<file path="src/design/scan_eq_pkg.sv">
`default_nettype none
package scan_eq_pkg;
	localparam int NLANE = 2;                   // Physical lanes
	localparam int DECIM = 20;                  // One bit of every twenty analysed
	localparam int CNT_W = 20;                  // Mismatch counter width
	localparam int LEN_BASE = 16;               // Samples = LEN_BASE << length code
	// Scan mode codes
	localparam logic [3:0] MODE_MATCH = 4'h1;   // Counts matches, other modes below 8 mismatches
	localparam logic [3:0] MODE_AUTO = 4'h8;    // First self-adjusting mode
	localparam logic [3:0] MODE_INNER = 4'h8;
	localparam logic [3:0] MODE_OUTER = 4'h9;
	localparam logic [3:0] MODE_AVG = 4'ha;
	// Equalizer modes
	localparam logic [1:0] EQ_ADAPT = 2'h1;
	localparam logic [1:0] EQ_PRE = 2'h2;
	localparam logic [1:0] EQ_POST = 2'h3;
	// Timing, in unit intervals (one valid recovered bit each)
	localparam int FREEZE_UI = 48;
	localparam int ANALYSIS_UI = 150000;
	// Register byte offsets
	localparam logic [5:0] OFS_SCAN_CTRL = 6'h00;
	localparam logic [5:0] OFS_SCAN_CFG = 6'h04;
	localparam logic [5:0] OFS_SCAN_STAT = 6'h08;
	localparam logic [5:0] OFS_COUNT0 = 6'h0c;
	localparam logic [5:0] OFS_COUNT1 = 6'h10;
	localparam logic [5:0] OFS_BOUND = 6'h14;
	localparam logic [5:0] OFS_EQ_CTRL = 6'h18;
	localparam logic [5:0] OFS_EQ_STAT = 6'h1c;
	localparam logic [5:0] OFS_IRQ_STAT = 6'h20;
	localparam logic [5:0] OFS_IRQ_MASK = 6'h24;
	// Field positions
	localparam int F_RUN = 4;                   // SCAN_CTRL: [3:0] mode, run, clear
	localparam int F_CLR = 5;
	localparam int F_LEN = 8;                   // SCAN_CTRL [11:8] length code
	localparam int F_LANE_EN = 12;              // SCAN_CTRL [13:12] lane enables
	localparam int F_VOFS = 8;                  // SCAN_CFG: [4:0] bit sel, [15:8], [23:16]
	localparam int F_POFS = 16;
	localparam int F_FREEZE = 2;                // EQ_CTRL: [1:0] mode, freeze, rx enable
	localparam int F_LRE = 3;
	localparam int F_UNDER = 1;                 // EQ_STAT: over, under, busy, [13:8] level
	localparam int F_BUSY = 2;
	localparam int F_LEVEL = 8;
	localparam int IRQ_SCAN = 0;                // Interrupt bits
	localparam int IRQ_EQ = 1;
	// Reset values
	localparam logic [31:0] RST_SCAN_CTRL = 32'h0000_3000;
	localparam logic [1:0] RST_EQ_MODE = 2'h1;
	localparam logic [5:0] RST_LEVEL = 6'h20;
endpackage : scan_eq_pkg
`default_nettype wire

</file>
<file path="src/design/scan_lane.sv">
`default_nettype none
// One lane of the eye-scan engine
module scan_lane (
	// Clock and reset
	input  wire logic              clk,
	input  wire logic              nrst,
	// Control from the register file
	input  wire logic              en,
	input  wire logic              run,
	input  wire logic              clear,
	input  wire logic [3:0]        mode,
	input  wire logic [7:0]        vofs_prog,
	input  wire logic [4:0]        bit_sel,
	input  wire logic [3:0]        len,
	// Recovered data and offset sampler
	input  wire logic              bit_valid,
	input  wire logic              rx_bit,
	input  wire logic              smp_bit,
	// Results
	output logic                   done_q,
	output logic [scan_eq_pkg::CNT_W-1:0] count_q,
	output logic [7:0]             bound_q,
	output logic [7:0]             vofs_q
);
	typedef enum logic [1:0] {S_IDLE, S_SCAN, S_FIN} st_t;
	st_t st_q;
	logic [4:0]  ph_q;                          // Decimation phase, 0..19
	logic [19:0] n_q;                           // Samples taken this run
	logic [7:0]  first_q, last_q;               // Boundary candidates
	logic        seen_q;                        // A mismatch was seen
	wire         auto_m = mode >= scan_eq_pkg::MODE_AUTO;
	wire         take = (st_q == S_SCAN) && bit_valid && (ph_q == bit_sel);
	wire         mis = rx_bit ^ smp_bit;
	wire         hit = (mode == scan_eq_pkg::MODE_MATCH) ? !mis : mis;
	wire  [19:0] target = 20'(scan_eq_pkg::LEN_BASE) << len;
	wire         last = take && (n_q + 20'h1 == target);
	wire  [8:0]  sum = {1'b0, first_q} + {1'b0, last_q};
	wire  [7:0]  bound = (mode == scan_eq_pkg::MODE_INNER) ? first_q :
	                     (mode == scan_eq_pkg::MODE_OUTER) ? last_q : sum[8:1];

	// Phase runs freely so the picked bit keeps its place in the group
	// Wraps only on a valid bit, so idle cycles never skip a position
	always_ff @(posedge clk) begin
		if (!nrst)
			ph_q <= 5'h0;
		else if (bit_valid)
			ph_q <= (ph_q == 5'(scan_eq_pkg::DECIM - 1)) ? 5'h0 : ph_q + 5'h1;
	end

	// Sequencing of a run
	always_ff @(posedge clk) begin
		if (!nrst) begin
			st_q <= S_IDLE;
			done_q <= 1'b0;
			n_q <= 20'h0;
			seen_q <= 1'b0;
			first_q <= 8'h0;
			last_q <= 8'h0;
			bound_q <= 8'h0;
		end else begin
			case (st_q)
				S_IDLE: begin
					n_q <= 20'h0;
					seen_q <= 1'b0;
					if (run && en)
						st_q <= S_SCAN;
				end
				S_SCAN: begin
					if (!run) begin
						st_q <= S_IDLE;
					end else if (take) begin
						n_q <= n_q + 20'h1;
						if (auto_m && mis) begin
							if (!seen_q)
								first_q <= vofs_q;
							seen_q <= 1'b1;
							last_q <= vofs_q;
						end
						if (last)
							st_q <= S_FIN;
					end
				end
				S_FIN: begin
					done_q <= 1'b1;
					if (auto_m)
						bound_q <= seen_q ? bound : vofs_q;
					if (!run) begin
						done_q <= 1'b0;
						st_q <= S_IDLE;
					end
				end
				default: st_q <= S_IDLE;
			endcase
		end
	end

	// Sampler offset: programmed below mode 8, swept otherwise
	always_ff @(posedge clk) begin
		if (!nrst)
			vofs_q <= 8'h0;
		else if (!auto_m)
			vofs_q <= vofs_prog;
		else if (st_q == S_IDLE)
			vofs_q <= 8'h0;
		else if (take)
			vofs_q <= vofs_q + 8'h1;
	end

	// Counter keeps adding across runs until cleared
	always_ff @(posedge clk) begin
		if (!nrst || clear)
			count_q <= '0;
		else if (take && !auto_m && hit)
			count_q <= count_q + 1'b1;
	end
endmodule : scan_lane
`default_nettype wire

</file>
<file path="src/design/scan_eq_top.sv">
`default_nettype none
// Eye-scan and cursor analysis diagnostics with an Avalon-MM register port
module scan_eq_top #(
	parameter int ANALYSIS_UI = scan_eq_pkg::ANALYSIS_UI    // Shorten in simulation
) (
	// Clock and reset
	input  wire logic                    clk,
	input  wire logic                    nrst,
	// Avalon-MM slave
	input  wire logic [5:0]              address,
	input  wire logic                    read,
	input  wire logic                    write,
	input  wire logic [3:0]              byteenable,
	input  wire logic [31:0]             writedata,
	output logic [31:0]                  readdata,
	output logic                         waitrequest,
	// Receiver data, one valid bit per unit interval
	input  wire logic                    bit_valid,
	input  wire logic [1:0]              rx_bit,
	input  wire logic [1:0]              smp_bit,
	// Equalizer hints from the receiver
	input  wire logic                    adapt_up,
	input  wire logic                    adapt_dn,
	input  wire logic                    over_hint,
	input  wire logic                    under_hint,
	// Controls to the receiver
	output logic [15:0]                  scan_voltage_offset,
	output logic [7:0]                   scan_phase_offset,
	output logic                         link_receiver_enable,
	output logic [5:0]                   equalizer_level_readback,
	output logic                         equalizer_frozen,
	// Interrupt
	output logic                         irq
);
	localparam int NL = scan_eq_pkg::NLANE;

	// Register storage
	logic [31:0] scan_ctrl_q;                   // Mode, run, clear, length, lane enables
	logic [31:0] scan_cfg_q;                    // Bit select, voltage, phase offsets
	logic [1:0]  equalizer_mode_q;
	logic        equalizer_freeze_q;            // Software freeze request
	logic        lre_q;                         // Receiver enable bit
	logic [1:0]  irq_stat_q;
	logic [1:0]  irq_mask_q;
	logic        ack_q;                         // High in the answer cycle
	logic        wait_q;                        // Registered waitrequest, low in the answer cycle
	logic [31:0] rdata_q;

	// Bus decode
	wire         req = read || write;
	wire         wr = write && ack_q;
	wire [31:0]  bmask = {{8{byteenable[3]}}, {8{byteenable[2]}},
	                      {8{byteenable[1]}}, {8{byteenable[0]}}};
	wire         sel_sctl = address == scan_eq_pkg::OFS_SCAN_CTRL;
	wire         sel_scfg = address == scan_eq_pkg::OFS_SCAN_CFG;
	wire         sel_eqc = address == scan_eq_pkg::OFS_EQ_CTRL;
	wire         sel_ist = address == scan_eq_pkg::OFS_IRQ_STAT;
	wire         sel_imk = address == scan_eq_pkg::OFS_IRQ_MASK;

	// Byte-lane merge of write data into a stored word
	function automatic logic [31:0] merge(input logic [31:0] old,
	                                      input logic [31:0] wd,
	                                      input logic [31:0] m);
		merge = (old & ~m) | (wd & m);
	endfunction : merge

	// Scan control fields
	wire [3:0]   es_mode = scan_ctrl_q[3:0];
	wire         scan_run = scan_ctrl_q[scan_eq_pkg::F_RUN];
	wire         mismatch_counter_clear = scan_ctrl_q[scan_eq_pkg::F_CLR];
	wire [3:0]   scan_sample_length = scan_ctrl_q[scan_eq_pkg::F_LEN +: 4];
	wire [NL-1:0] lane_en = scan_ctrl_q[scan_eq_pkg::F_LANE_EN +: NL];
	wire [4:0]   decimation_phase_select = scan_cfg_q[4:0];
	wire [7:0]   vofs_prog = scan_cfg_q[scan_eq_pkg::F_VOFS +: 8];

	// Per-lane results
	logic [NL-1:0] scan_done;
	logic [scan_eq_pkg::CNT_W-1:0] mismatch_counter [NL];
	logic [7:0]  found_voltage_boundary [NL];
	logic [7:0]  lane_vofs [NL];

	// Every enabled lane runs the same scan at once
	for (genvar l = 0; l < NL; l++) begin : g_lane
		scan_lane u_lane (
			.clk       (clk),
			.nrst      (nrst),
			.en        (lane_en[l] && lre_q),
			.run       (scan_run),
			.clear     (mismatch_counter_clear),
			.mode      (es_mode),
			.vofs_prog (vofs_prog),
			.bit_sel   (decimation_phase_select),
			.len       (scan_sample_length),
			.bit_valid (bit_valid),
			.rx_bit    (rx_bit[l]),
			.smp_bit   (smp_bit[l]),
			.done_q    (scan_done[l]),
			.count_q   (mismatch_counter[l]),
			.bound_q   (found_voltage_boundary[l]),
			.vofs_q    (lane_vofs[l])
		);
	end

	// Equalizer state
	typedef enum logic [1:0] {E_ADAPT, E_HOLD, E_ANALYSE} eq_st_t;
	eq_st_t      eq_st_q;
	logic        frz_act_q;                     // Freeze as applied to the equalizer
	logic [5:0]  level_q;
	logic [17:0] ui_q;                          // Unit intervals into analysis
	logic [17:0] over_n_q, under_n_q;           // Hint tallies
	logic        over_equalized_flag_q;
	logic        under_equalized_flag_q;
	wire         cursor_m = equalizer_mode_q == scan_eq_pkg::EQ_PRE ||
	                        equalizer_mode_q == scan_eq_pkg::EQ_POST;
	wire         release_ev = frz_act_q && !equalizer_freeze_q;
	wire         ana_end = (eq_st_q == E_ANALYSE) && bit_valid &&
	                       (ui_q == 18'(ANALYSIS_UI - 1));
	wire         all_done = &(scan_done | ~(lane_en & {NL{lre_q}}));
	logic        all_done_q;                    // For the done edge

	// Avalon answer: one wait cycle, then waitrequest low for a single cycle
	always_ff @(posedge clk) begin
		if (!nrst) begin
			ack_q <= 1'b0;
			wait_q <= 1'b1;
		end else begin
			ack_q <= req && !ack_q;
			wait_q <= !(req && !ack_q);
		end
	end

	// Read mux, captured together with the answer
	logic [31:0] rd_mux;
	always_comb begin
		rd_mux = 32'h0;
		case (address)
			scan_eq_pkg::OFS_SCAN_CTRL: rd_mux = scan_ctrl_q;
			scan_eq_pkg::OFS_SCAN_CFG:  rd_mux = scan_cfg_q;
			scan_eq_pkg::OFS_SCAN_STAT: rd_mux = 32'(scan_done);
			scan_eq_pkg::OFS_COUNT0:    rd_mux = 32'(mismatch_counter[0]);
			scan_eq_pkg::OFS_COUNT1:    rd_mux = 32'(mismatch_counter[1]);
			scan_eq_pkg::OFS_BOUND:
				rd_mux = {16'h0, found_voltage_boundary[1], found_voltage_boundary[0]};
			scan_eq_pkg::OFS_EQ_CTRL:
				rd_mux = {28'h0, lre_q, equalizer_freeze_q, equalizer_mode_q};
			scan_eq_pkg::OFS_EQ_STAT:
				rd_mux = {18'h0, level_q, 5'h0, eq_st_q == E_ANALYSE,
				          under_equalized_flag_q, over_equalized_flag_q};
			scan_eq_pkg::OFS_IRQ_STAT:  rd_mux = {30'h0, irq_stat_q};
			scan_eq_pkg::OFS_IRQ_MASK:  rd_mux = {30'h0, irq_mask_q};
			default:                    rd_mux = 32'h0; // Unmapped reads as zero
		endcase
	end

	// Read data register
	always_ff @(posedge clk) begin
		if (!nrst)
			rdata_q <= 32'h0;
		else if (read && !ack_q)
			rdata_q <= rd_mux;
	end

	// Scan registers; run and clear are plain bits software toggles
	always_ff @(posedge clk) begin
		if (!nrst) begin
			scan_ctrl_q <= scan_eq_pkg::RST_SCAN_CTRL;
			scan_cfg_q <= 32'h0;
		end else begin
			if (wr && sel_sctl)
				scan_ctrl_q <= merge(scan_ctrl_q, writedata, bmask);
			if (wr && sel_scfg)
				scan_cfg_q <= merge(scan_cfg_q, writedata, bmask);
		end
	end

	// Equalizer control; the two-step write order is left to software
	always_ff @(posedge clk) begin
		if (!nrst) begin
			equalizer_mode_q <= scan_eq_pkg::RST_EQ_MODE;
			equalizer_freeze_q <= 1'b0;
			lre_q <= 1'b0;
		end else if (wr && sel_eqc && byteenable[0]) begin
			equalizer_mode_q <= writedata[1:0];
			equalizer_freeze_q <= writedata[scan_eq_pkg::F_FREEZE];
			lre_q <= writedata[scan_eq_pkg::F_LRE];
		end
	end

	// Freeze reaches the equalizer one cycle later, far inside 48 UI
	always_ff @(posedge clk) begin
		if (!nrst)
			frz_act_q <= 1'b0;
		else
			frz_act_q <= equalizer_freeze_q;
	end

	// Adaptive level moves only in mode 1 while unfrozen and receiving
	always_ff @(posedge clk) begin
		if (!nrst)
			level_q <= scan_eq_pkg::RST_LEVEL;
		else if (eq_st_q == E_ADAPT && lre_q && bit_valid &&
		         equalizer_mode_q == scan_eq_pkg::EQ_ADAPT) begin
			if (adapt_up && !adapt_dn && level_q != 6'h3f)
				level_q <= level_q + 6'h1;
			else if (adapt_dn && !adapt_up && level_q != 6'h00)
				level_q <= level_q - 6'h1;
		end
	end

	// Equalizer sequencing: adapt, hold, cursor analysis
	always_ff @(posedge clk) begin
		if (!nrst) begin
			eq_st_q <= E_ADAPT;
		end else begin
			case (eq_st_q)
				E_ADAPT: if (frz_act_q) eq_st_q <= E_HOLD;
				E_HOLD: begin
					// Mode 1 with freeze low resumes even after an unfrozen analysis
					if (release_ev && cursor_m)
						eq_st_q <= E_ANALYSE;
					else if (!frz_act_q && !cursor_m)
						eq_st_q <= E_ADAPT;
				end
				E_ANALYSE: begin
					if (frz_act_q || ana_end || !cursor_m)
						eq_st_q <= E_HOLD; // Level stays locked after analysis
				end
				default: eq_st_q <= E_ADAPT;
			endcase
		end
	end

	// Analysis window counts only valid bits, so slow recovery stretches it
	always_ff @(posedge clk) begin
		if (!nrst || eq_st_q != E_ANALYSE) begin
			ui_q <= 18'h0;
			over_n_q <= 18'h0;
			under_n_q <= 18'h0;
		end else if (bit_valid) begin
			ui_q <= ui_q + 18'h1;
			over_n_q <= over_n_q + 18'(over_hint);
			under_n_q <= under_n_q + 18'(under_hint);
		end
	end

	// Result flags; freeze forces both low
	always_ff @(posedge clk) begin
		if (!nrst || frz_act_q) begin
			over_equalized_flag_q <= 1'b0;
			under_equalized_flag_q <= 1'b0;
		end else if (ana_end) begin
			over_equalized_flag_q <= over_n_q > under_n_q;
			under_equalized_flag_q <= under_n_q > over_n_q;
		end
	end

	// Interrupt status: set beats a write-one clear in the same cycle
	always_ff @(posedge clk) begin
		if (!nrst) begin
			irq_stat_q <= 2'h0;
			irq_mask_q <= 2'h0;
			all_done_q <= 1'b0;
		end else begin
			all_done_q <= all_done && scan_run;
			irq_stat_q[scan_eq_pkg::IRQ_SCAN] <= (all_done && scan_run && !all_done_q) ||
				(irq_stat_q[scan_eq_pkg::IRQ_SCAN] &&
				 !(wr && sel_ist && byteenable[0] && writedata[scan_eq_pkg::IRQ_SCAN]));
			irq_stat_q[scan_eq_pkg::IRQ_EQ] <= ana_end ||
				(irq_stat_q[scan_eq_pkg::IRQ_EQ] &&
				 !(wr && sel_ist && byteenable[0] && writedata[scan_eq_pkg::IRQ_EQ]));
			if (wr && sel_imk && byteenable[0])
				irq_mask_q <= writedata[1:0];
		end
	end

	// Registered outputs
	always_ff @(posedge clk) begin
		if (!nrst) begin
			scan_voltage_offset <= 16'h0;
			scan_phase_offset <= 8'h0;
			link_receiver_enable <= 1'b0;
			equalizer_level_readback <= scan_eq_pkg::RST_LEVEL;
			equalizer_frozen <= 1'b0;
			irq <= 1'b0;
		end else begin
			scan_voltage_offset <= {lane_vofs[1], lane_vofs[0]};
			scan_phase_offset <= scan_cfg_q[scan_eq_pkg::F_POFS +: 8];
			link_receiver_enable <= lre_q;
			equalizer_level_readback <= level_q;
			equalizer_frozen <= eq_st_q != E_ADAPT;
			irq <= |(irq_stat_q & irq_mask_q);
		end
	end

	assign readdata = rdata_q;
	assign waitrequest = wait_q;
endmodule : scan_eq_top
`default_nettype wire

</file>
<file path="config.mk">
export PLATFORM = sky130hd
export DESIGN_NAME = scan_eq_top
export DESIGN_NICKNAME = d
export VERILOG_FILES = /design/src/design/scan_eq_pkg.sv /design/src/design/scan_lane.sv /design/src/design/scan_eq_top.sv
export SDC_FILE = /design/constraint.sdc
export NUM_CORES = 1
export LEC_CHECK = 0
export ABC_AREA = 1
export BUFFER_PORTS_ARGS = -buffer_cell sky130_fd_sc_hd__buf_2
export CORE_AREA = 2 2 230 289
export DETAILED_ROUTE_END_ITERATION = 8
export DIE_AREA = 0 0 232 291
export PLACE_DENSITY_LB_ADDON = 0.1
export SLEW_MARGIN = 20
export SYNTH_ARGS = -nofsm -noshare
export SYNTH_HDL_FRONTEND = slang
export SYNTH_SLANG_ARGS = --single-unit
</file>
<file path="constraint.sdc">
create_clock -name clk -period 3.2 [get_ports clk]
set_clock_uncertainty 0.05 [all_clocks]
set_input_delay 0 -clock clk [delete_from_list [all_inputs] [get_ports clk]]
set_output_delay 0 -clock clk [all_outputs]
set_load 0.02 [all_outputs]
</file>
# [Word-level counts from Yosys, hierarchy flattened]
# Cells that the tools add are included.
[word_totals] latchBits=0 ram_bits=0 mem_count=0 out_inout_bits=66 regBits=367 romBits=0 input_bits=55 wordCells=270
[op_classes] n_div=0 n_mul=0 n_mux=50 eq_ne=49 order_cmp=3 n_reduce_logical=93 n_shift=1 n_addsub=15 bitwise=14
[ops] cell="case mux 32 bit (10 select lines)" n=1
[ops] cell="bitwise AND 32 bit" n=3
[ops] cell="2-to-1 mux 8 bit" n=12
[ops] cell="adder 20 x 1 -> 20 bit, second input constant" n=4
[ops] cell="2-to-1 mux 20 bit" n=4
[ops] cell="case mux 20 bit (2 select lines)" n=2
[ops] cell="bitwise OR 32 bit" n=2
[ops] cell="logical AND 1 bit" n=45
[ops] cell="== test 20 bit" n=2
[ops] cell="adder 18 x 1 -> 18 bit" n=2
[ops] cell="> comparator 18 bit" n=2
[ops] cell="NOT 32 bit" n=1
[ops] cell="2-to-1 mux 2 bit" n=13
[ops] cell="== test 6 x 5 -> 1 bit, second input constant" n=4
[ops] cell="AND reduction 4 bit" n=6
[ops] cell="<< shifter 5 x 4 -> 20 bit, first input constant" n=1
[ops] cell="adder 18 x 1 -> 18 bit, second input constant" n=1
[ops] cell="adder 8 x 8 -> 9 bit" n=2
[ops] cell="== test 18 bit, second input constant" n=1
[ops] cell="case mux 2 bit (3 select lines)" n=3
[ops] cell="adder 8 x 1 -> 8 bit, second input constant" n=2
[ops] cell="inequality test 2 bit, second input constant" n=8
[ops] cell="logical NOT 1 bit" n=14
[ops] cell="== test 6 x 4 -> 1 bit, second input constant" n=2
[ops] cell="35 further kinds" n=88

# [Longest topological paths before layout]
# Gate-level depths: netlist (run 1).
[depth] depth_word=8 ltp_mapped=17 mapped_depth_nobuf=17

# [Modules after synthesis]
# From an unflattened synthesis (run 1), not the netlist that was laid out.
[unflattened] cells_unflattened=2943 area_unflattened_um2=19839.0
[modules_own_cells] module="scan_eq_top" area_each_um2=9495.4 seq_area_each_um2=4103.9 cells_each=1351 n_inst=1
[modules_own_cells] module="scan_lane at g_lane[1].u_lane" area_each_um2=5185.0 seq_area_each_um2=1621.6 cells_each=792 n_inst=1
[modules_own_cells] module="scan_lane at g_lane[0].u_lane" area_each_um2=5158.7 seq_area_each_um2=1621.6 cells_each=800 n_inst=1

# [Worst setup path before layout (run 1)]
# OpenSTA, ideal clock, no wires.
[synth_timing] path_kind="reg2reg" from="register level_q[1]" to="register level_q[5]" synth_period_minus_slack_ps=2402 path_slack_ps=798 stages_incl_launch_ff=12 required_ps=3071 arrival_ps=2273 n_path_buf=0 setup_time_ps=79 path_cell_list="dfxtp_1 -> nand4_1 -> o31ai_1 -> ha_1 -> a21oi_1 -> nand2_1 -> nand2_1 -> nand2_1 -> a21oi_1 -> xor2_1 -> nand2_1 -> o211ai_1"
[synth_via] elab_chain_cells=4 word_cells_on_any_way=10 cone_classes="add/sub: 2; eq/ne: 1; mux: 2; reduce/logical: 5"
[synth_rtl] item="start, declared" line="scan_eq_top.sv:108" source="logic [5:0] level_q;"
[synth_rtl] item="start signal, assigned" line="scan_eq_top.sv:200" source="level_q <= scan_eq_pkg::RST_LEVEL;"
[synth_rtl] item="start signal, assigned" line="scan_eq_top.sv:204" source="level_q <= level_q + 6'h1;"
[synth_rtl] item="start signal, assigned" line="scan_eq_top.sv:206" source="level_q <= level_q - 6'h1;"
[synth_rtl] item="branches (longest 4 deep; another with subtractor 6 x 1 -> 6 bit)"
# Several ways; the timed one is not identified. The select of a mux whose other input is x is not followed.
# A chain may end at the register's enable or synchronous reset.

==> reports/summary.json, run 1 <==
{
  "status": {"value": "complete, no violations"},
  "clock_insertion_delay_worst_skew": {"value": 0.58, "unit": "ns"},
  "ys_dominant_reg_cell": {"value": "dfxtp_1"},
  "remaining_drc_errors": {"value": 0},
  "fin_util": {"value": 0.355},
  "gp_routability_congestion": {"value": 0.896},
  "leakagePower": {"value": 8.87, "unit": "nW"},
  "clock_sink_count": {"value": 367},
  "clock_transition_at_the_register_clock_pins_on_the_worst_setup_and_hold_paths_after_cts": {"value": 0.06, "unit": "ns"},
  "post_synth_edffs": {"value": 0},
  "finalCriticalPeriod": {"value": 2.83, "unit": "ns"},
  "clk_root_buffer_cell": {"value": "clkbuf_16"},
  "r2r_setup_slack": {"value": 0.72, "unit": "ns"},
  "syn_nets": {"value": 2896},
  "postSynthRegisterBits": {"value": 367},
  "critical_path_arrival": {"value": 3.30, "unit": "ns"},
  "1st_pass_router_iterations": {"value": 6},
  "final.period_utilization": {"value": 0.884},
  "crit_path_cell_trace": {"value": "dlygate4sd3_1 -> buf_2 -> nor2_2 -> nand2_1 -> nor2_2 -> inv_2 -> nor2_4 -> inv_2 -> nor2_2 -> buf_4 -> nand3_1 -> dlygate4sd3_1 -> a21oi_1 -> dlygate4sd3_1"},
  "rr_worst_depth": {"value": 9},
  "cellPowerDensity": {"value": 447, "unit": "nW/µm²"},
  "first_iter_violations": {"value": 1077},
  "grt_pass1_vias": {"value": 18700},
  "count_of_final_max_slew_check_failures": {"value": 0},
  "timing.max_cap.violations": {"value": 0},
  "vdd_ir_drop_max": {"value": 0.000324, "unit": "V"},
  "worstHoldPathType": {"value": "primary input to register"},
  "total_grt_overflow": {"value": 0},
  "syn_to_final_growth": {"value": 19.7, "unit": "%"},
  "ant_nets": {"value": 0},
  "holdCritStartpoint": {"value": "byteenable[3]"},
  "unrepaired_setup_endpoints_after_global_routing": {"value": "false"},
  "maxSlewHeadroom": {"value": 0.366},
  "design.core.area": {"value": 65000, "unit": "µm²"},
  "timing.setup.tns": {"value": 0, "unit": "ns"},
  "cp_slowest_cell": {"value": "dlygate4sd3_1"},
  "path_class": {"value": "primary input to register"},
  "core.rowCount": {"value": 105},
  "cp_top_family": {"value": "buffers and inverters"},
  "hpwlAfterDp": {"value": 52100, "unit": "µm"},
  "synth_cells": {"value": 2789},
  "post_cts.repair.setup_buffers": {"value": 0},
  "insertedDiodeCount": {"value": 0},
  "timing_worst_slew_pin_value": {"value": 0.952, "unit": "ns"},
  "max-clock-path-buffers": {"value": 3},
  "viasPerCell": {"value": 4.93},
  "library_cells_used_by_synthesis": {"value": 67},
  "worst_r2r_endpoint": {"value": "g_lane[0].u_lane.bound_q[4]"},
  "routed_wirelength": {"value": 69000, "unit": "µm"},
  "route.detailed.wl_per_inst": {"value": 17.9, "unit": "µm"},
  "path_max_fanout": {"value": 20},
  "cts_tree": {"value": "done"},
  "io-pin-count": {"value": 121},
  "clock_tree.htree_level_count": {"value": 2},
  "final_cell_mix": {"value": "nand2_1 (646), dfxtp_1 (367), inv_1 (320)"},
  "async_flop_share": {"value": 0},
  "cp.required": {"value": 3.67, "unit": "ns"},
  "number_of_antenna_violations_at_the_first_check_in_global_routing": {"value": 0},
  "synth-seq-area-share": {"value": 0.381},
  "worst_setup_path_start_kind": {"value": "primary input"},
  "numCtsBuffers": {"value": 45},
  "grt_util_all_layers": {"value": 0.202},
  "number_of_port_buffers": {"value": 120},
  "worstPathBufferInverterCount": {"value": 7},
  "final_common_cell": {"value": "nand2_1"},
  "timing.critical_path.slowest_cell_delay": {"value": 0.58, "unit": "ns"},
  "report.final.setup_viol": {"value": 0},
  "cp-end-kind": {"value": "register"},
  "ctsResizeCount": {"value": 0},
  "grt_first_pass_wirelength": {"value": 107000, "unit": "µm"},
  "die_width": {"value": 232, "unit": "µm"},
  "layout-drive-gt1-share": {"value": 0.105},
  "die_h": {"value": 291, "unit": "µm"},
  "hold_violations_final": {"value": 0},
  "maximum_number_of_pins_on_one_net_before_global_route_repair": {"value": 117},
  "worst_hold_path_cell_count": {"value": 3},
  "start_util": {"value": 0.296},
  "syn_area": {"value": 19300, "unit": "µm²"},
  "yosysWarnings": {"value": 0},
  "die_area": {"value": 67500, "unit": "µm²"},
  "num-fill-cells": {"value": 7072},
  "detailroute.via_count": {"value": 19000},
  "nets_finish": {"value": 3079},
  "max_clock_freq": {"value": 0.353, "unit": "GHz"},
  "syn_area_per_cell": {"value": 6.91, "unit": "µm²"}
}
[layer usage]
| layer | up-vias | track usage | wire, µm |
|---|---|---|---|
| met5 | - | 0 | 0 |
| li1 | 9660 | - | - |
| met1 | 8917 | 0.243 | 29100 |
| met2 | 375 | 0.369 | 35100 |
| met3 | 87 | 0.0271 | 2820 |
| met4 | 0 | 0.0605 | 1970 |
[synthesized netlist by cell type, types with 9 or more instances]
| master | number | area share |
|---|---|---|
| nor2_4 | 10 | 0.0058 |
| buf_2 | 17 | 0.0044 |
| inv_2 | 10 | 0.0019 |
| a21oi_1 | 273 | 0.071 |
| nor2_1 | 271 | 0.053 |
| o2111ai_1 | 11 | 0.0050 |
| o21ai_1 | 13 | 0.0034 |
| nor3_1 | 58 | 0.015 |
| nor4_1 | 16 | 0.0052 |
| a31oi_1 | 17 | 0.0055 |
| xnor2_1 | 16 | 0.0073 |
| nor2_2 | 26 | 0.0084 |
| nand4_1 | 47 | 0.015 |
| a22oi_1 | 26 | 0.010 |
| nand2_1 | 646 | 0.13 |
| o211ai_1 | 9 | 0.0035 |
| inv_1 | 320 | 0.062 |
| ha_1 | 49 | 0.032 |
| o21ai_0 | 191 | 0.050 |
| xor2_1 | 35 | 0.016 |
| nand3_1 | 157 | 0.041 |
| clkbuf_1 | 58 | 0.011 |
| nand3b_1 | 9 | 0.0035 |
| dfxtp_1 | 367 | 0.38 |
| a211oi_1 | 24 | 0.0093 |
[worst max path at each step]
stage                           from                          end  slack, ns  cells after the start
after CTS                 address[1]                     register       0.48                     14
after global routing      address[1]                     register       0.22                     14
after global placement    address[1]                  readdata[8]       0.72                      8
after detailed placement    register  g_lane[0].u_lane.bound_q[4]       0.72                      9
after floorplan           level_q[1]                   level_q[5]       0.80                     11
final                     address[1]                     register       0.37                     14
[tightest hold or removal path: cells and delay by family]
family	cells	cell delay, ns
buf+inv	1	0.11
simple gates	1	0.38
compound gates	1	0.13
[where the power goes]
group	switching (mW)	total, mW	leakage (nW)	internal (mW)
Combinational	0.225	0.351	5.16	0.126
Clock	2.16	5.37	0.757	3.21
Sequential	0.00942	4.59	2.96	4.58
Total	2.40	10.3	8.87	7.91
[logic make-up (layout without fill, tap and decap cells)]
family,count (synthesis),in the layout,share of synthesized area
buffers and inverters,419,637,0.0850
DFF,367,367,0.381
and+or+nand+nor,1288,1288,0.298
xor gates and xnor gates,51,51,0.0232
AOI/OAI and AO/OA,612,612,0.178
adders and majority gates,52,52,0.0349
[area by class of cell]
cell class	instances	area, µm²	share of cell area
multi-input cells	2003	10300	0.446
flip-flops and latches	367	7350	0.318
repair buffers	220	1550	0.0672
clock buffers	58	1270	0.0549
inverters	335	1260	0.0546
well taps	856	1070	0.0464
clock inverters	24	278	0.0120
[through the flow]
stage | cells | hold WS (ns) | total power, mW | setup WS (ns) | cell area, µm²
finish | 3863 | 0.0399 | 10.3 | 0.371 | 23100
CTS | 3863 | 0.00871 | 10.5 | 0.477 | 23100
global route | 3863 | 0.0687 | 10.7 | 0.223 | 23100
detailed placement | 3707 | 0.202 | 4.98 | 0.717 | 20800
floorplan | 2789 | 0.0632 | 4.84 | 0.798 | 19300
global placement | 3707 | 0.195 | 4.98 | 0.719 | 20800
[repair_timing]
item / 4_1_cts / 5_1_grt
endpoints found under the setup margin: 0 / 0
hold buffers: 74 / 0
hold endpoints to repair: 99 / 0
Power figures use the tool's default switching activity.
==> inputs of run 2 (changes only) <==
--- a/config.mk
+++ b/config.mk
@@ -8,8 +8,10 @@
 export ABC_AREA = 1
 export BUFFER_PORTS_ARGS = -buffer_cell sky130_fd_sc_hd__buf_2
 export CORE_AREA = 2 2 230 289
+export CTS_BUF_LIST = sky130_fd_sc_hd__clkbuf_16
 export DETAILED_ROUTE_END_ITERATION = 8
 export DIE_AREA = 0 0 232 291
+export GPL_ROUTABILITY_DRIVEN = 0
 export PLACE_DENSITY_LB_ADDON = 0.1
 export SLEW_MARGIN = 20
 export SYNTH_ARGS = -nofsm -noshare
==> reports/summary.json, run 2 (same netlist as run 1, synthesis figures left out) <==
{
  "status": {"value": "complete, no violations"},
  "total_grt_overflow": {"value": 0, "change": "unchanged"},
  "clock_sink_count": {"value": 367, "change": "unchanged"},
  "detailroute.via_count": {"value": 18900, "change": "-0.54%"},
  "path_class": {"value": "primary input to register"},
  "cp-end-kind": {"value": "register"},
  "hold_violations_final": {"value": 0, "change": "unchanged"},
  "hpwlAfterDp": {"value": 50900, "unit": "µm", "change": "-2.3%"},
  "final_cell_mix": {"value": "nand2_1 (646), dfxtp_1 (367), inv_1 (328)"},
  "layout-drive-gt1-share": {"value": 0.100, "change": "-0.00529"},
  "grt_util_all_layers": {"value": 0.198, "change": "-0.00387"},
  "holdCritStartpoint": {"value": "byteenable[3]"},
  "path_max_fanout": {"value": 20, "change": "unchanged"},
  "insertedDiodeCount": {"value": 0, "change": "unchanged"},
  "maxSlewHeadroom": {"value": 0.299, "change": "-0.0666"},
  "report.final.setup_viol": {"value": 0, "change": "unchanged"},
  "grt_first_pass_wirelength": {"value": 105000, "unit": "µm", "change": "-2.2%"},
  "worstHoldPathType": {"value": "primary input to register"},
  "start_util": {"value": 0.296, "change": "unchanged"},
  "layout.cells.non_filler": {"value": 3852, "change": "-0.28%"},
  "worst_setup_path_start_kind": {"value": "primary input"},
  "first_iter_violations": {"value": 1028, "change": "-4.5%"},
  "core.rowCount": {"value": 105, "change": "unchanged"},
  "grt_pass1_vias": {"value": 18500, "change": "-1.2%"},
  "cp.required": {"value": 3.67, "unit": "ns", "change": "about the same"},
  "vdd_ir_drop_max": {"value": 0.000335, "unit": "V", "change": "+3.4%"},
  "nets_finish": {"value": 3073, "change": "-0.19%"},
  "1st_pass_router_iterations": {"value": 5, "change": "-1"},
  "die_h": {"value": 291, "unit": "µm", "change": "unchanged"},
  "clk_root_buffer_cell": {"value": "clkbuf_16"},
  "number_of_antenna_violations_at_the_first_check_in_global_routing": {"value": 1, "change": "+1"},
  "max_clock_freq": {"value": 0.372, "unit": "GHz", "change": "+5.2%"},
  "unrepaired_setup_endpoints_after_global_routing": {"value": "false"},
  "fin_util": {"value": 0.351, "change": "-0.00392"},
  "clock_transition_at_the_register_clock_pins_on_the_worst_setup_and_hold_paths_after_cts": {"value": 0.06, "unit": "ns", "change": "about the same"},
  "max-clock-path-buffers": {"value": 3, "change": "unchanged"},
  "cts_tree": {"value": "done"},
  "io-pin-count": {"value": 121, "change": "unchanged"},
  "viasPerCell": {"value": 4.92, "change": "-0.25%"},
  "ctsResizeCount": {"value": 0, "change": "unchanged"},
  "final_area": {"value": 22800, "unit": "µm²", "change": "-1.1%"},
  "die_area": {"value": 67500, "unit": "µm²", "change": "unchanged"},
  "cellPowerDensity": {"value": 429, "unit": "nW/µm²", "change": "-3.9%"},
  "count_of_final_max_slew_check_failures": {"value": 0, "change": "unchanged"},
  "final_common_cell": {"value": "nand2_1"},
  "design.core.area": {"value": 65000, "unit": "µm²", "change": "unchanged"},
  "leakagePower": {"value": 8.79, "unit": "nW", "change": "-0.94%"},
  "worstSetupStartpoint": {"value": "address[0]"},
  "worst_r2r_endpoint": {"value": "g_lane[1].u_lane.bound_q[4]"},
  "report.power.total": {"value": 9.80, "unit": "mW", "change": "-4.9%"},
  "syn_to_final_growth": {"value": 18.4, "unit": "%"},
  "timing.max_cap.violations": {"value": 0, "change": "unchanged"},
  "numCtsBuffers": {"value": 44, "change": "-2.2%"},
  "critical_path_arrival": {"value": 3.16, "unit": "ns", "change": "-0.14 ns"},
  "r2r_setup_slack": {"value": 0.72, "unit": "ns", "change": "about the same"},
  "remaining_drc_errors": {"value": 0, "change": "unchanged"},
  "worst_hold_path_cell_count": {"value": 3, "change": "unchanged"},
  "clock_insertion_delay_worst_skew": {"value": 0.59, "unit": "ns", "change": "about the same"},
  "timing_worst_slew_pin_value": {"value": 1.05, "unit": "ns", "change": "+0.0999 ns"},
  "route.detailed.wl_per_inst": {"value": 17.5, "unit": "µm", "change": "-2.2%"},
  "timing.setup.tns": {"value": 0, "unit": "ns", "change": "unchanged"},
  "number_of_port_buffers": {"value": 120, "change": "unchanged"},
  "rr_worst_depth": {"value": 8, "change": "-1"},
  "final.period_utilization": {"value": 0.840, "change": "-0.0440"},
  "dpl_cell_area": {"value": 20800, "unit": "µm²", "change": "about the same"},
  "finalCriticalPeriod": {"value": 2.69, "unit": "ns", "change": "-0.141 ns"},
  "die_width": {"value": 232, "unit": "µm", "change": "unchanged"},
  "post-place-cells": {"value": 3709, "change": "+0.054%"},
  "maximum_number_of_pins_on_one_net_before_global_route_repair": {"value": 152, "change": "+30%"},
  "clock_tree.htree_level_count": {"value": 2, "change": "unchanged"},
  "ant_nets": {"value": 0, "change": "unchanged"},
  "routed_wirelength": {"value": 67300, "unit": "µm", "change": "-2.5%"}
}
==> run 2: stage by stage <==
step	hold slack (ns)	worst slack [ns]
floorplan	0.0632	0.798
global route	0.0828	0.199
CTS	0.00906	0.532
detailed placement	0.173	0.739
finish	0.0183	0.512
global placement	0.175	0.780
==> run 2: worst max-delay path, cell delays in order <==
cell and delay, ns:
dlygate4sd3_1 0.53, buf_2 0.14, nor2_2 0.10, dlygate4sd3_1 0.58, nand2_1 0.09, nor2_2 0.22
inv_2 0.07, nor2_4 0.09, inv_2 0.20, nor2_2 0.13, buf_4 0.20, nand3_1 0.09
dlygate4sd3_1 0.56, a21oi_1 0.14
==> run 2: power breakdown <==
group          switching (mW)  internal (mW)  total (mW)  leakage, nW
combinational           0.223          0.125       0.348         5.14
clock                    2.09           2.78        4.86        0.694
sequential            0.00929           4.58        4.59         2.96
==> run 2: layer usage <==
metal  track usage  part of all wire  vias up
met3        0.0208             0.034       99
met5             0                 0        -
li1              -                 -     9616
met1         0.237              0.43     8833
met4        0.0755             0.034        0
met2         0.360              0.51      389
==> run 2: what timing repair did <==
item / 4_1_cts / 5_1_grt
hold buffers: 67 / 0
hold endpoints to repair: 113 / 0
buffers inserted: 0 / 0
==> run 2: worst max-delay path by stage <==
stage               slack [ns]  cells after the start                           to
detailed placement        0.74                      8  g_lane[1].u_lane.bound_q[4]
floorplan                 0.80                     11                   level_q[5]
global placement          0.78                     13     g_lane[1].u_lane.st_q[1]
global route              0.20                     14                     register
finish                    0.51                     14                     register
CTS                       0.53                     14                     register
==> run 2: area by class of cell <==
type                       count  area [µm²]
sequential                   367        7350
clock buffer                  45        1130
clock inverter                31         223
multi-input combinational   2003       10300
inverter                     335        1260
fill                        7049       42200
timing repair buffer         215        1500
tap                          856        1070
==> inputs of run 3 (changes only) <==
--- a/config.mk
+++ b/config.mk
@@ -5,12 +5,12 @@
 export SDC_FILE = /design/constraint.sdc
 export NUM_CORES = 1
 export LEC_CHECK = 0
-export ABC_AREA = 1
+export ABC_AREA = 0
 export BUFFER_PORTS_ARGS = -buffer_cell sky130_fd_sc_hd__buf_2
-export CORE_AREA = 2 2 230 289
+export CORE_AREA = 2 2 224 282
 export CTS_BUF_LIST = sky130_fd_sc_hd__clkbuf_16
 export DETAILED_ROUTE_END_ITERATION = 8
-export DIE_AREA = 0 0 232 291
+export DIE_AREA = 0 0 226 284
 export GPL_ROUTABILITY_DRIVEN = 0
 export PLACE_DENSITY_LB_ADDON = 0.1
 export SLEW_MARGIN = 20
==> constraint.sdc (replaced) <==
create_clock -name clk -period 2.7 [get_ports clk]
set_clock_uncertainty 0.05 [all_clocks]
set_input_delay 0 -clock clk [delete_from_list [all_inputs] [get_ports clk]]
set_output_delay 0 -clock clk [all_outputs]
set_load 0.02 [all_outputs]
==> reports/summary.json, run 3 <==
{
  "status": {"value": "complete, but fails checks"},
  "grt_first_pass_wirelength": {"value": 93200, "unit": "µm", "change": "-11%"},
  "yosys.area.top_type_share": {"value": 0.402, "change": "+0.0204"},
  "io-pin-count": {"value": 121, "change": "unchanged"},
  "maxSlewHeadroom": {"value": 0.481, "change": "+0.182"},
  "power_frac_comb": {"value": 0.042, "change": "+0.006"},
  "path_class": {"value": "register to register"},
  "max_clock_freq": {"value": 0.392, "unit": "GHz"},
  "timing.critical_path.slowest_cell_delay": {"value": 0.63, "unit": "ns", "change": "+0.05 ns"},
  "number_of_antenna_violations_at_the_first_check_in_global_routing": {"value": 0, "change": "-1"},
  "clock_insertion_delay_worst_skew": {"value": 0.61, "unit": "ns", "change": "+0.02 ns"},
  "final_common_cell": {"value": "dfxtp_1"},
  "layout-drive-gt1-share": {"value": 0.141, "change": "+0.0408"},
  "routed_wirelength": {"value": 59700, "unit": "µm", "change": "-11%"},
  "final_cell_mix": {"value": "dfxtp_1 (365), nor2_1 (314), nand2_1 (154)"},
  "count_of_final_max_slew_check_failures": {"value": 0, "change": "unchanged"},
  "synth_area_leader_cell": {"value": "dfxtp_1"},
  "power.switching": {"value": 2.91, "unit": "mW", "change": "+25%"},
  "worstPathBufferInverterCount": {"value": 3, "change": "-4"},
  "cts_tree": {"value": "done"},
  "multi_input_area": {"value": 10300, "unit": "µm²", "change": "unchanged"},
  "detailroute.via_count": {"value": 16400, "change": "-14%"},
  "final.hold.worst_slack": {"value": -0.0400, "unit": "ns", "change": "-0.0583 ns"},
  "max-clock-path-buffers": {"value": 3, "change": "unchanged"},
  "num-fill-cells": {"value": 6415, "change": "-9.0%"},
  "cp-end-kind": {"value": "register"},
  "die_area": {"value": 64200, "unit": "µm²", "change": "-4.9%"},
  "syn_nets": {"value": 2273, "change": "-22%"},
  "sequential_cell_area": {"value": 7350, "unit": "µm²", "change": "about the same"},
  "syn_area_per_cell": {"value": 8.45, "unit": "µm²", "change": "+22%"},
  "route.detailed.wl_per_inst": {"value": 18.4, "unit": "µm", "change": "+5.4%"},
  "power_switching_share": {"value": 0.240, "change": "+0.00296"},
  "timing.setup.tns": {"value": 0, "unit": "ns", "change": "unchanged"},
  "grt_util_all_layers": {"value": 0.185, "change": "-0.0130"},
  "design.core.area": {"value": 61400, "unit": "µm²", "change": "-5.6%"},
  "first_iter_violations": {"value": 887, "change": "-14%"},
  "final_area": {"value": 22500, "unit": "µm²", "change": "-1.5%"},
  "internal_power": {"value": 9.22, "unit": "mW", "change": "+23%"},
  "fin_util": {"value": 0.366, "change": "+0.0153"},
  "failed_checks": {"value": "hold timing"},
  "cellPowerDensity": {"value": 539, "unit": "nW/µm²", "change": "+26%"},
  "clock_transition_at_the_register_clock_pins_on_the_worst_setup_and_hold_paths_after_cts": {"value": 0.06, "unit": "ns", "change": "about the same"},
  "async_flop_share": {"value": 0, "change": "unchanged"},
  "timing.max_cap.violations": {"value": 0, "change": "unchanged"},
  "worstHoldPathType": {"value": "primary input to register"},
  "final.period_utilization": {"value": 0.944},
  "ant_nets": {"value": 0, "change": "unchanged"},
  "cp_slowest_cell": {"value": "dfxtp_1"},
  "number_of_port_buffers": {"value": 120, "change": "unchanged"},
  "finalCriticalPeriod": {"value": 2.55, "unit": "ns"},
  "critical_path_arrival": {"value": 2.97, "unit": "ns", "change": "-0.19 ns"},
  "maximum_number_of_pins_on_one_net_before_global_route_repair": {"value": 56, "change": "-63%"},
  "worst_setup_path_start_kind": {"value": "register"},
  "vdd_ir_drop_max": {"value": 0.000440, "unit": "V", "change": "+31%"},
  "yosysWarnings": {"value": 0, "change": "unchanged"},
  "leakagePower": {"value": 8.96, "unit": "nW", "change": "+2.0%"},
  "insertedDiodeCount": {"value": 0, "change": "unchanged"},
  "nets_finish": {"value": 2484, "change": "-19%"},
  "synthTopCellsByArea": {"value": "dfxtp_1 (40%), nor2_1 (6.4%), mux2i_1 (6.1%), xnor2_1 (4.0%), a21oi_1 (3.9%)"},
  "clock_sink_count": {"value": 367, "change": "unchanged"},
  "critPathMostFrequentCell": {"value": "dlygate4sd3_1"},
  "synth_most_common_cell": {"value": "dfxtp_1"},
  "report.power.total": {"value": 12.1, "unit": "mW", "change": "+24%"},
  "timing_worst_slew_pin_value": {"value": 0.779, "unit": "ns", "change": "-0.273 ns"},
  "clk_root_buffer_cell": {"value": "clkbuf_16"},
  "crit_path_cell_trace": {"value": "nand4_1 -> buf_4 -> mux2i_1 -> dlygate4sd3_1 -> nand2_1 -> dlygate4sd3_1"},
  "numCtsBuffers": {"value": 44, "change": "unchanged"},
  "total_grt_overflow": {"value": 0, "change": "unchanged"},
  "report.final.setup_viol": {"value": 0, "change": "unchanged"},
  "synth_cells": {"value": 2166, "change": "-22%"},
  "clkPwrFrac": {"value": 0.505, "change": "+0.009"},
  "cp.required": {"value": 3.12, "unit": "ns", "change": "-0.55 ns"},
  "core.rowCount": {"value": 102, "change": "-2.9%"},
  "remaining_drc_errors": {"value": 0, "change": "unchanged"},
  "die_h": {"value": 284, "unit": "µm", "change": "-2.4%"},
  "synth-seq-area-share": {"value": 0.402, "change": "+0.0204"},
  "ys_top_cells_by_count": {"value": "dfxtp_1 (367), nor2_1 (314), nand2_1 (156), a21oi_1 (144), mux2i_1 (112)"},
  "unrepaired_setup_endpoints_after_global_routing": {"value": "false"},
  "cp_top_family": {"value": "buffers and inverters"},
  "clock_tree.htree_level_count": {"value": 2, "change": "unchanged"},
  "grt_pass1_vias": {"value": 16100, "change": "-13%"},
  "library_cells_used_by_synthesis": {"value": 82, "change": "+22%"},
  "hold_violations_final": {"value": 2, "change": "+2"},
  "r2r_setup_slack": {"value": 0.15, "unit": "ns", "change": "-0.57 ns"},
  "viasPerCell": {"value": 5.04, "change": "+2.5%"},
  "post_synth_edffs": {"value": 0, "change": "unchanged"},
  "hpwlAfterDp": {"value": 43500, "unit": "µm", "change": "-15%"},
  "seq_power_share": {"value": 0.454, "change": "-0.014"},
  "die_width": {"value": 226, "unit": "µm", "change": "-2.6%"},
  "ys_dominant_reg_cell": {"value": "dfxtp_1"},
  "syn_to_final_growth": {"value": 22.9, "unit": "%"},
  "postSynthRegisterBits": {"value": 367, "change": "unchanged"},
  "1st_pass_router_iterations": {"value": 5, "change": "unchanged"},
  "path_max_fanout": {"value": 11, "change": "-45%"},
  "dpl_cell_area": {"value": 20300, "unit": "µm²", "change": "-2.6%"},
  "start_util": {"value": 0.298, "change": "+0.00162"},
  "syn_area": {"value": 18300, "unit": "µm²", "change": "-5.1%"}
}
==> run 3: cell types whose count changed in the layout (fill, tap and decap cells not counted), moves of 37 or more <==
cell     before  now
a21oi_1     273  144
and2_1        3   45
and3_1        1   38
buf_4        28  106
inv_1       328   63
mux2i_1       0  112
nand2_1     646  154
nand3_1     157   69
nor2_1      270  314
o21ai_0     190  102
xnor2_1      16   84
==> run 3: path summary, 6_finish.rpt <==
check | start | end | depth (start not counted)
worst min register to register | all_done_q | irq_stat_q[0] | 2
worst max register to register | ack_q | register | 6
worst min-delay path | adapt_up | level_q[1] | 5
worst max-delay path | ack_q | register | 6
==> run 3: cells by family (layout without fill, tap and decap cells) <==
kind of cell / count (synthesis) / after routing / share of synthesized area
AND/OR/NAND/NOR: 883 / 883 / 0.243
XOR/XNOR: 154 / 154 / 0.0737
AO/OA/AOI/OAI: 412 / 412 / 0.142
flip-flops: 367 / 367 / 0.402
buffers and inverters: 184 / 430 / 0.0398
multiplexers: 114 / 114 / 0.0625
adder cells (fa/ha/maj): 52 / 52 / 0.0368
==> run 3: tightest hold or removal path: cells and delay by family <==
kind | cells | cell delay, ns
fa+ha+maj | 1 | 0.18
buf+inv | 1 | 0.12
mux | 1 | 0.06
simple gates | 2 | 0.20
==> run 3: power by group through the flow <==
stage	registers (mW)	clock network, mW	logic [mW]
finish	5.50	6.12	0.505
global route	5.50	6.56	0.548
CTS	5.50	6.32	0.509
detailed placement	5.62	0	0.451
global placement	5.62	0	0.452
floorplan	5.64	0	0.201
==> run 3: stage by stage <==
step                setup WS, ns  std cells  hold WS, ns
finish                     0.151       3244      -0.0400
global route             0.00711       3244       0.0108
CTS                       0.0795       3240       0.0110
detailed placement         0.132       3094        0.209
global placement           0.107       3094        0.204
floorplan                  0.227       2166       0.0751
==> run 3: final cells by class <==
cell class                 count  share of cell area
clock buffer                  44              0.0490
clock inverter                37              0.0165
multi-input combinational   1615               0.458
sequential                   367               0.327
inverter                      55             0.00941
tap                          832              0.0463
timing repair buffer         294              0.0937
==> run 3: what timing repair did <==
| item | 4_1_cts | 5_1_grt |
|---|---|---|
| gates resized for setup | 0 | 12 |
| buffers inserted | 0 | 4 |
| endpoints found under the setup margin | 0 | 13 |
| endpoints found under the hold margin | 93 | 0 |
| hold buffers | 65 | 0 |
==> run 3: layer usage <==
metal,GRT usage,wire length (µm)
met2,0.316,28600
met1,0.238,27000
met4,0.0578,1670
met3,0.0281,2480
met5,0,0
